--- src/nadt_pkg.sv ---
package nadt_pkg;
  localparam int NADT_AW = 42;
  // Destination patterns
  localparam int HOST_BIT = 41;
  localparam int HOST_SEL_BIT = 40;
  localparam int HOST_LA_W = 40;
  localparam logic [1:0] DDR_PAT = 2'h1;
  localparam int DDR_PAT_LSB = 40;
  localparam int DDR_LA_W = 40;
  localparam logic [4:0] GDDR_PAT = 5'h00;
  localparam int GDDR_PAT_LSB = 37;
  localparam int GDDR_SEL_LSB = 33;
  localparam int GDDR_SEL_W = 4;
  localparam int GDDR_LA_W = 33;
  localparam logic [6:0] NODE_PAT = 7'h08;
  localparam int NODE_PAT_LSB = 35;
  localparam int NODE_COL_LSB = 31;
  localparam int NODE_COL_W = 4;
  localparam int NODE_ROW_LSB = 28;
  localparam int NODE_ROW_W = 3;
  localparam int NODE_LA_W = 28;
  localparam logic [3:0] NODE_COL_MIN = 4'h1;
  localparam logic [3:0] NODE_COL_MAX = 4'hA;
  localparam logic [7:0] CSR_PAT = 8'h20;
  localparam int CSR_PAT_LSB = 34;
  localparam int CSR_AW = 34;
  localparam int CSR_TGT_LSB = 28;
  localparam int CSR_TGT_W = 6;
  localparam int CSR_SUB_LSB = 24;
  localparam int CSR_SUB_W = 4;
  localparam int CSR_BYTE_W = 24;
  localparam logic [11:0] CFG_PAT = 12'h300;
  localparam int CFG_PAT_LSB = 30;
  localparam int CFG_LA_W = 30;
  // Translatable fields
  localparam int DDR_PG_LSB = 26;
  localparam int DDR_PG_W = 7;
  localparam int GDDR_PG_LSB = 26;
  localparam int GDDR_PG_W = 3;
  // Register target codes
  localparam logic [5:0] TGT_GDDR0 = 6'h00;
  localparam logic [5:0] TGT_GDDR3 = 6'h03;
  localparam logic [5:0] TGT_DDR = 6'h09;
  localparam logic [5:0] TGT_GPIO_S = 6'h0B;
  localparam logic [5:0] TGT_TEMP = 6'h0C;
  localparam logic [5:0] TGT_GDDR4 = 6'h10;
  localparam logic [5:0] TGT_GDDR7 = 6'h13;
  localparam logic [5:0] TGT_PCIE16 = 6'h19;
  localparam logic [5:0] TGT_PCIE8 = 6'h1A;
  localparam logic [5:0] TGT_ETH0 = 6'h1B;
  localparam logic [5:0] TGT_ETH1 = 6'h1C;
  localparam logic [5:0] TGT_GPIO_N = 6'h1D;
  // Translation table and prohibition mask selects for loading
  localparam logic [2:0] TBL_DDR_PG = 3'h0;
  localparam logic [2:0] TBL_GDDR_SEL = 3'h1;
  localparam logic [2:0] TBL_GDDR_PG = 3'h2;
  localparam logic [2:0] TBL_NODE_COL = 3'h3;
  localparam logic [2:0] TBL_NODE_ROW = 3'h4;
  localparam logic [2:0] TBL_BLOCK = 3'h5;
  localparam int TBL_IDX_W = 7;
  localparam int TBL_DAT_W = 7;
  // Prohibition mask bit positions
  localparam int BLK_GDDR = 0;
  localparam int BLK_DDR = 1;
  localparam int BLK_HOST0 = 2;
  localparam int BLK_HOST1 = 3;
  localparam int BLK_CFG = 4;
  localparam int BLK_CSR = 5;
  localparam int BLK_NODE = 6;
  localparam int BLK_W = 7;
  // AXI responses
  localparam logic [1:0] RESP_OKAY = 2'h0;
  localparam logic [1:0] RESP_DECERR = 2'h3;

  typedef enum logic [6:0] {
    DST_HOST = 7'h01,
    DST_DDR = 7'h02,
    DST_GDDR = 7'h04,
    DST_NODE = 7'h08,
    DST_CSR = 7'h10,
    DST_CFG = 7'h20,
    DST_ERR = 7'h40
  } nadt_dest_e;

  typedef struct packed {
    logic write;
    logic [NADT_AW-1:0] addr;
  } nadt_req_s;

  typedef struct packed {
    logic write;
    nadt_dest_e dest;
    logic [5:0] unit;
    logic [3:0] sub;
    logic [39:0] local_addr;
    logic [NADT_AW-1:0] addr;
    logic [1:0] resp;
  } nadt_route_s;

  typedef struct packed {
    logic wr;
    logic [2:0] tbl;
    logic [TBL_IDX_W-1:0] idx;
    logic [TBL_DAT_W-1:0] data;
  } nadt_cfg_s;
endpackage

--- src/nadt_router.sv ---
`timescale 1ns/100ps
module nadt_router
  import nadt_pkg::*;
#(
  parameter int DDR_PG_N = 128,
  parameter int GDDR_SEL_N = 16,
  parameter int GDDR_PG_N = 8,
  parameter int NODE_COL_N = 16,
  parameter int NODE_ROW_N = 8
)(
  input wire logic clock,
  input wire logic rst,
  input wire logic ce,
  input wire nadt_cfg_s cfg,
  input wire logic cfg_done,
  output logic cfg_locked,
  input wire logic req_valid,
  output logic req_ready,
  input wire nadt_req_s req,
  output logic route_valid,
  input wire logic route_ready,
  output nadt_route_s route
);

  typedef struct packed {
    logic locked;
    logic [BLK_W-1:0] block;
    logic [DDR_PG_N-1:0][DDR_PG_W-1:0] ddr_pg;
    logic [GDDR_SEL_N-1:0][GDDR_SEL_W-1:0] gddr_sel;
    logic [GDDR_PG_N-1:0][GDDR_PG_W-1:0] gddr_pg;
    logic [NODE_COL_N-1:0][NODE_COL_W-1:0] node_col;
    logic [NODE_ROW_N-1:0][NODE_ROW_W-1:0] node_row;
    logic out_valid;
    nadt_route_s out;
  } nadt_state_s;

  nadt_state_s st_q;
  nadt_state_s st_d;

  // Swap the translatable fields of one address through the tables
  function automatic logic [NADT_AW-1:0] translate(input nadt_state_s s,
                                                    input logic [NADT_AW-1:0] a);
    logic [NADT_AW-1:0] t;
    t = a;
    if (a[NADT_AW-1 -: 2] == DDR_PAT)
    begin
      t[DDR_PG_LSB +: DDR_PG_W] = s.ddr_pg[a[DDR_PG_LSB +: DDR_PG_W]];
    end
    else if (a[NADT_AW-1 -: 5] == GDDR_PAT)
    begin
      t[GDDR_SEL_LSB +: GDDR_SEL_W] = s.gddr_sel[a[GDDR_SEL_LSB +: GDDR_SEL_W]];
      t[GDDR_PG_LSB +: GDDR_PG_W] = s.gddr_pg[a[GDDR_PG_LSB +: GDDR_PG_W]];
    end
    else if (a[NADT_AW-1 -: 7] == NODE_PAT)
    begin
      t[NODE_COL_LSB +: NODE_COL_W] = s.node_col[a[NODE_COL_LSB +: NODE_COL_W]];
      t[NODE_ROW_LSB +: NODE_ROW_W] = s.node_row[a[NODE_ROW_LSB +: NODE_ROW_W]];
    end
    return t;
  endfunction

  function automatic logic csr_target_ok(input logic [CSR_TGT_W-1:0] c);
    logic ok;
    ok = (c >= TGT_GDDR0 && c <= TGT_GDDR3) || c == TGT_DDR || c == TGT_GPIO_S ||
         c == TGT_TEMP;
    ok = ok || (c >= TGT_GDDR4 && c <= TGT_GDDR7) || c == TGT_PCIE16 ||
         c == TGT_PCIE8 || c == TGT_ETH0 || c == TGT_ETH1 || c == TGT_GPIO_N;
    return ok;
  endfunction

  // Decode a translated address into a routed request
  function automatic nadt_route_s decode(input logic [BLK_W-1:0] blk,
                                         input nadt_req_s r);
    nadt_route_s o;
    logic [NADT_AW-1:0] a;
    logic [NODE_COL_W-1:0] col;
    a = r.addr;
    col = a[NODE_COL_LSB +: NODE_COL_W];
    o = '0;
    o.write = r.write;
    o.addr = a;
    o.dest = DST_ERR;
    o.resp = RESP_DECERR;
    // Only the top bits pick the class
    if (a[HOST_BIT])
    begin
      o.dest = DST_HOST;
      o.unit = {5'h00, a[HOST_SEL_BIT]};
      o.local_addr = a[HOST_LA_W-1:0];
      if (blk[a[HOST_SEL_BIT] ? BLK_HOST1 : BLK_HOST0])
      begin
        o.dest = DST_ERR;
      end
    end
    else if (a[DDR_PAT_LSB +: 2] == DDR_PAT)
    begin
      o.dest = blk[BLK_DDR] ? DST_ERR : DST_DDR;
      o.local_addr = a[DDR_LA_W-1:0];
    end
    else if (a[GDDR_PAT_LSB +: 5] == GDDR_PAT)
    begin
      o.dest = blk[BLK_GDDR] ? DST_ERR : DST_GDDR;
      o.unit = {3'h0, a[GDDR_SEL_LSB+1 +: 3]};
      o.sub = {3'h0, a[GDDR_SEL_LSB]};
      o.local_addr = {7'h00, a[GDDR_LA_W-1:0]};
    end
    else if (a[NODE_PAT_LSB +: 7] == NODE_PAT)
    begin
      // Columns outside 1..10 name no node
      if (!blk[BLK_NODE] && col >= NODE_COL_MIN && col <= NODE_COL_MAX)
      begin
        o.dest = DST_NODE;
      end
      o.unit = {2'h0, col};
      o.sub = {1'h0, a[NODE_ROW_LSB +: NODE_ROW_W]};
      o.local_addr = {12'h000, a[NODE_LA_W-1:0]};
    end
    else if (a[CSR_PAT_LSB +: 8] == CSR_PAT)
    begin
      if (!blk[BLK_CSR] && csr_target_ok(a[CSR_TGT_LSB +: CSR_TGT_W]))
      begin
        o.dest = DST_CSR;
      end
      o.unit = a[CSR_TGT_LSB +: CSR_TGT_W];
      o.sub = a[CSR_SUB_LSB +: CSR_SUB_W];
      o.local_addr = {6'h00, a[CSR_AW-1:0]};
    end
    else if (a[CFG_PAT_LSB +: 12] == CFG_PAT)
    begin
      o.dest = blk[BLK_CFG] ? DST_ERR : DST_CFG;
      o.local_addr = {10'h000, a[CFG_LA_W-1:0]};
    end
    if (o.dest != DST_ERR)
    begin
      o.resp = RESP_OKAY;
    end
    else
    begin
      o.local_addr = '0;
      o.unit = '0;
      o.sub = '0;
    end
    return o;
  endfunction

  logic accept;
  nadt_req_s xreq;

  assign req_ready = ce && !rst && (!st_q.out_valid || route_ready);
  assign accept = req_valid && req_ready;
  assign route_valid = st_q.out_valid;
  assign route = st_q.out;
  assign cfg_locked = st_q.locked;

  always_comb
  begin
    xreq.write = req.write;
    xreq.addr = translate(st_q, req.addr);
    st_d = st_q;
    if (rst)
    begin
      st_d = '0;
      // Identity mapping until configured
      for (int i = 0; i < DDR_PG_N; i++)
      begin
        st_d.ddr_pg[i] = DDR_PG_W'(i);
      end
      for (int i = 0; i < GDDR_SEL_N; i++)
      begin
        st_d.gddr_sel[i] = GDDR_SEL_W'(i);
      end
      for (int i = 0; i < GDDR_PG_N; i++)
      begin
        st_d.gddr_pg[i] = GDDR_PG_W'(i);
      end
      for (int i = 0; i < NODE_COL_N; i++)
      begin
        st_d.node_col[i] = NODE_COL_W'(i);
      end
      for (int i = 0; i < NODE_ROW_N; i++)
      begin
        st_d.node_row[i] = NODE_ROW_W'(i);
      end
      st_d.out.dest = DST_ERR;
      st_d.out.resp = RESP_DECERR;
    end
    else if (ce)
    begin
      // Table writes only before the lock
      if (cfg.wr && !st_q.locked)
      begin
        case (cfg.tbl)
          TBL_DDR_PG: st_d.ddr_pg[cfg.idx] = cfg.data[DDR_PG_W-1:0];
          TBL_GDDR_SEL: st_d.gddr_sel[cfg.idx[GDDR_SEL_W-1:0]] = cfg.data[GDDR_SEL_W-1:0];
          TBL_GDDR_PG: st_d.gddr_pg[cfg.idx[GDDR_PG_W-1:0]] = cfg.data[GDDR_PG_W-1:0];
          TBL_NODE_COL: st_d.node_col[cfg.idx[NODE_COL_W-1:0]] = cfg.data[NODE_COL_W-1:0];
          TBL_NODE_ROW: st_d.node_row[cfg.idx[NODE_ROW_W-1:0]] = cfg.data[NODE_ROW_W-1:0];
          TBL_BLOCK: st_d.block = cfg.data[BLK_W-1:0];
          default: st_d.block = st_q.block;
        endcase
      end
      if (cfg_done)
      begin
        st_d.locked = 1'h1;
      end
      if (route_ready && st_q.out_valid)
      begin
        st_d.out_valid = 1'h0;
      end
      if (accept)
      begin
        st_d.out_valid = 1'h1;
        st_d.out = decode(st_q.block, xreq);
      end
    end
  end

  always_ff @(posedge clock)
  begin
    st_q <= st_d;
  end

endmodule

--- config.mk ---
export PLATFORM = sky130hd
export DESIGN_NAME = nadt_router
export DESIGN_NICKNAME = d
export VERILOG_FILES = /design/src/nadt_pkg.sv /design/src/nadt_router.sv
export SDC_FILE = /design/constraint.sdc
export NUM_CORES = 2
export LEC_CHECK = 0
export ABC_CLOCK_PERIOD_IN_PS = 4250
export BUFFER_PORTS_ARGS = -buffer_cell sky130_fd_sc_hd__buf_4
export CAP_MARGIN = 20
export CORE_MARGIN = 5
export CORE_UTILIZATION = 62
export DETAILED_ROUTE_END_ITERATION = 6
export MAX_ROUTING_LAYER = met4
export PLACE_DENSITY_LB_ADDON = 0.08
export SETUP_SLACK_MARGIN = 0.05
export SYNTH_ARGS = -nofsm -noshare
export SYNTH_HDL_FRONTEND = slang
export SYNTH_SLANG_ARGS = --single-unit
--- constraint.sdc ---
create_clock -name clock -period 4.25 [get_ports clock]
set_clock_uncertainty 0.1 [all_clocks]
set_input_delay 0.425 -clock clock [delete_from_list [all_inputs] [get_ports clock]]
set_output_delay 0.425 -clock clock [all_outputs]
set_load 0.01 [all_outputs]
==> results_dict.tcl <==
set metrics [dict create \
    core_area_um2 85410 \
    pin_count 172 \
    wirelength_mm 180.2 \
    track_usage_pct 38.27 \
    end_kind "register" \
    drt_iter0_markers 6413 \
    syn_area_um2 53500 \
    syn_inst 6146 \
    relSlewSlack_pct 19.74 \
    hold_class "in -> reg" \
    seqCellArea_um2 23660 \
    async_flop_share_pct 0 \
    first_pass_iters 7 \
    fin_crit_sh_pct 94.02 \
    yosysUniqueCellTypes 71 \
    fillers 6684 \
    syn_area_per_cell_um2 8.705 \
    max-cap-violations 0 \
    power.density_nw_per_um2 395.2 \
    die-area_um2 92260 \
    synth_seq_cells 1182 \
    yosys.area.top_type "dfxtp_1" \
    drc_errors 0 \
    cp_max_fo 14 \
    final-hold-violation-count 0 \
    cts_tree "yes" \
    area_growth_syn_to_layout_pct 11.79 \
    fmax_ghz 0.2503 \
    die_h_um 303.8 \
    hpwl_mm 115.6 \
    yosys-top-cells-count "1908 x nand2_1, 1182 x dfxtp_1, 533 x a21oi_1, 446 x nand3b_1, 357 x clkbuf_1" \
    synth_edf_count 0 \
    hold_buffers 35 \
    clock-sinks 1182 \
    yosysMostFrequentCell "nand2_1" \
    yosys_warnings 0 \
    grt_pass1_wl_mm 273.4 \
    nets 6176 \
    cts_buffer_depth 3 \
    drive_gt1_share_pct 13.45 \
    postCtsSetupRepairBufs 0 \
    placementRows 107 \
    syn_nets 6213 \
    peakVddDrop_mv 0.3292 \
    clk_latency_ns 0.72 \
    antenna_left 0 \
    gr-total-overflow 0 \
    multi_input_area_um2 27130 \
    post_cts_resized 0 \
    num_vias 47690 \
    holdWs_ns 0.1155 \
    arrival_ns 4.48 \
    antenna_found_initial 2 \
    gp_congestion 0.9968 \
    power_leakage_nw 23.06 \
    cp.required_ns 4.73 \
    clkTransAtPathRegs_ns 0.06 \
    via_per_inst 6.493 \
    cp-start-kind "input port" \
    slew_viol_final 0 \
    avgRoutedWirePerCell_um 24.53 \
    grt_pass1_vias 44180 \
    status "completed" \
    fin_util_pct 70.02 \
    finalPower_mw 23.63 \
    initial_core_util_pct 62.63 \
    cts_buffers 120 \
    synth_top_area_share_pct 44.23 \
    period_needed_ns 3.996 \
    worst_pin_slew_ns 1.204 \
    final-setup-viol-count 0 \
    synth_ff_type "dfxtp_1" \
    port_buffers 171 \
    grt_max_degree 231 \
    grt_setup_unrepaired "no" \
    cts_max_level 3 \
    path_class "in -> reg" \
    die_w_um 303.8 \
    clockRootBuffer "clkbuf_16" \
    synthTopCellsByArea "dfxtp_1 44%, nand2_1 13%, mux4_2 9.3%" \
    seq_area_frac_synth_pct 44.23 \
]
stage by stage:
stage,setup WS (ns),cells,instance area [um^2],setup TNS (ns)
after floorplan,0.3718,6146,53500,0
after global placement,-0.2276,7095,55430,-8.736
after detailed placement,-0.2319,7096,55460,-9.112
after CTS,0.4364,7343,59800,0
after global routing,0.1811,7345,59800,0
final,0.2543,7345,59800,0
layout make-up:
class                   count  share of cell area [%]
clock inverters            33                  0.6841
flip-flops and latches   1182                   39.57
diodes                      2                0.008369
repair buffers            407                   5.942
clock buffers             179                   5.984
inverters                   9                 0.05649
well taps                1144                   2.393
multi-input cells        4389                   45.37
report_power, final:
part / internal (mW) / switching, mW
Clock: 6.31 / 4.48
Combinational: 0.608 / 1.09
Sequential: 11.1 / 0.0278
Total: 18.0 / 5.60
worst max-delay path, stage by stage:
cell           delay, ns
dlygate4sd3_1       0.54
buf_4               0.19
nor4_2              0.36
nand3_1             0.22
buf_4               0.25
o311ai_0            0.36
buf_4               0.20
nand4_1             0.10
a211oi_1            0.62
buf_4               0.24
o21bai_1            0.15
a2bb2oi_4           0.21
nand4_4             0.16
buf_4               0.22
a32o_1              0.22
cells in the final DEF, fill, tap and decap left out, drive strengths merged, types with 7 or more instances in the layout:
cell         netlist  routed
o22ai              9       9
nand4             11      11
a22oi             43      43
clkbuf           357     180
a22o              56      56
mux2              15      15
and3             122     122
mux4             236     236
clkinv             0      18
o21ai             31      31
dfxtp           1182    1182
nand2           1908    1908
buf              209     371
dlygate4sd3        0      35
or2                7       7
nor2             232     232
a211o            113     113
and2              16      16
a31oi              8       8
nand3            241     241
nor2b             43      43
a32o              17      17
nor4               9       9
o221ai            11      11
mux2i            185     185
nor3              31      31
bufinv             0       9
a21oi            533     533
inv                9      12
nand2b            10      10
nand3b           446     446
registers in the layout, indices dropped and copies added (netlist names):
name,cells
st_q,1079
route_valid,1
cfg_locked,1
route,101
layer usage:
layer  track usage, %  up-vias  wire (um)
met5                -        -          0
met4            17.37        0      10370
met3            8.651      623      20500
met2            56.88     2891      78750
met1            50.41    23040      70550
li1                 -    21140          -
path summary, 6_finish.rpt:
| check | startpoint | endpoint | slack [ns] | depth (start not counted) |
|---|---|---|---|---|
| hold / removal | cfg[1] | st_q[195]$_SDFFE_PP0P_ | 0.12 | 3 |
| setup reg to reg | st_q[654]$_SDFFE_PP1P_ | route[90]$_SDFFE_PP0P_ | 0.40 | 12 |
| hold reg to reg | st_q[422]$_SDFFE_PP0P_ | st_q[422]$_SDFFE_PP0P_ | 0.35 | 2 |
| setup / recovery | req[41] | route[90]$_SDFFE_PP0P_ | 0.25 | 15 |
cell families after synthesis:
kind of cell	after synthesis	share of synthesized area, %
buf+inv	575	5.246
simple gates	3089	26.63
mux	436	13.82
flops	1182	44.23
compound gates	864	10.07
No activity file was read; power rests on OpenSTA's default activity.
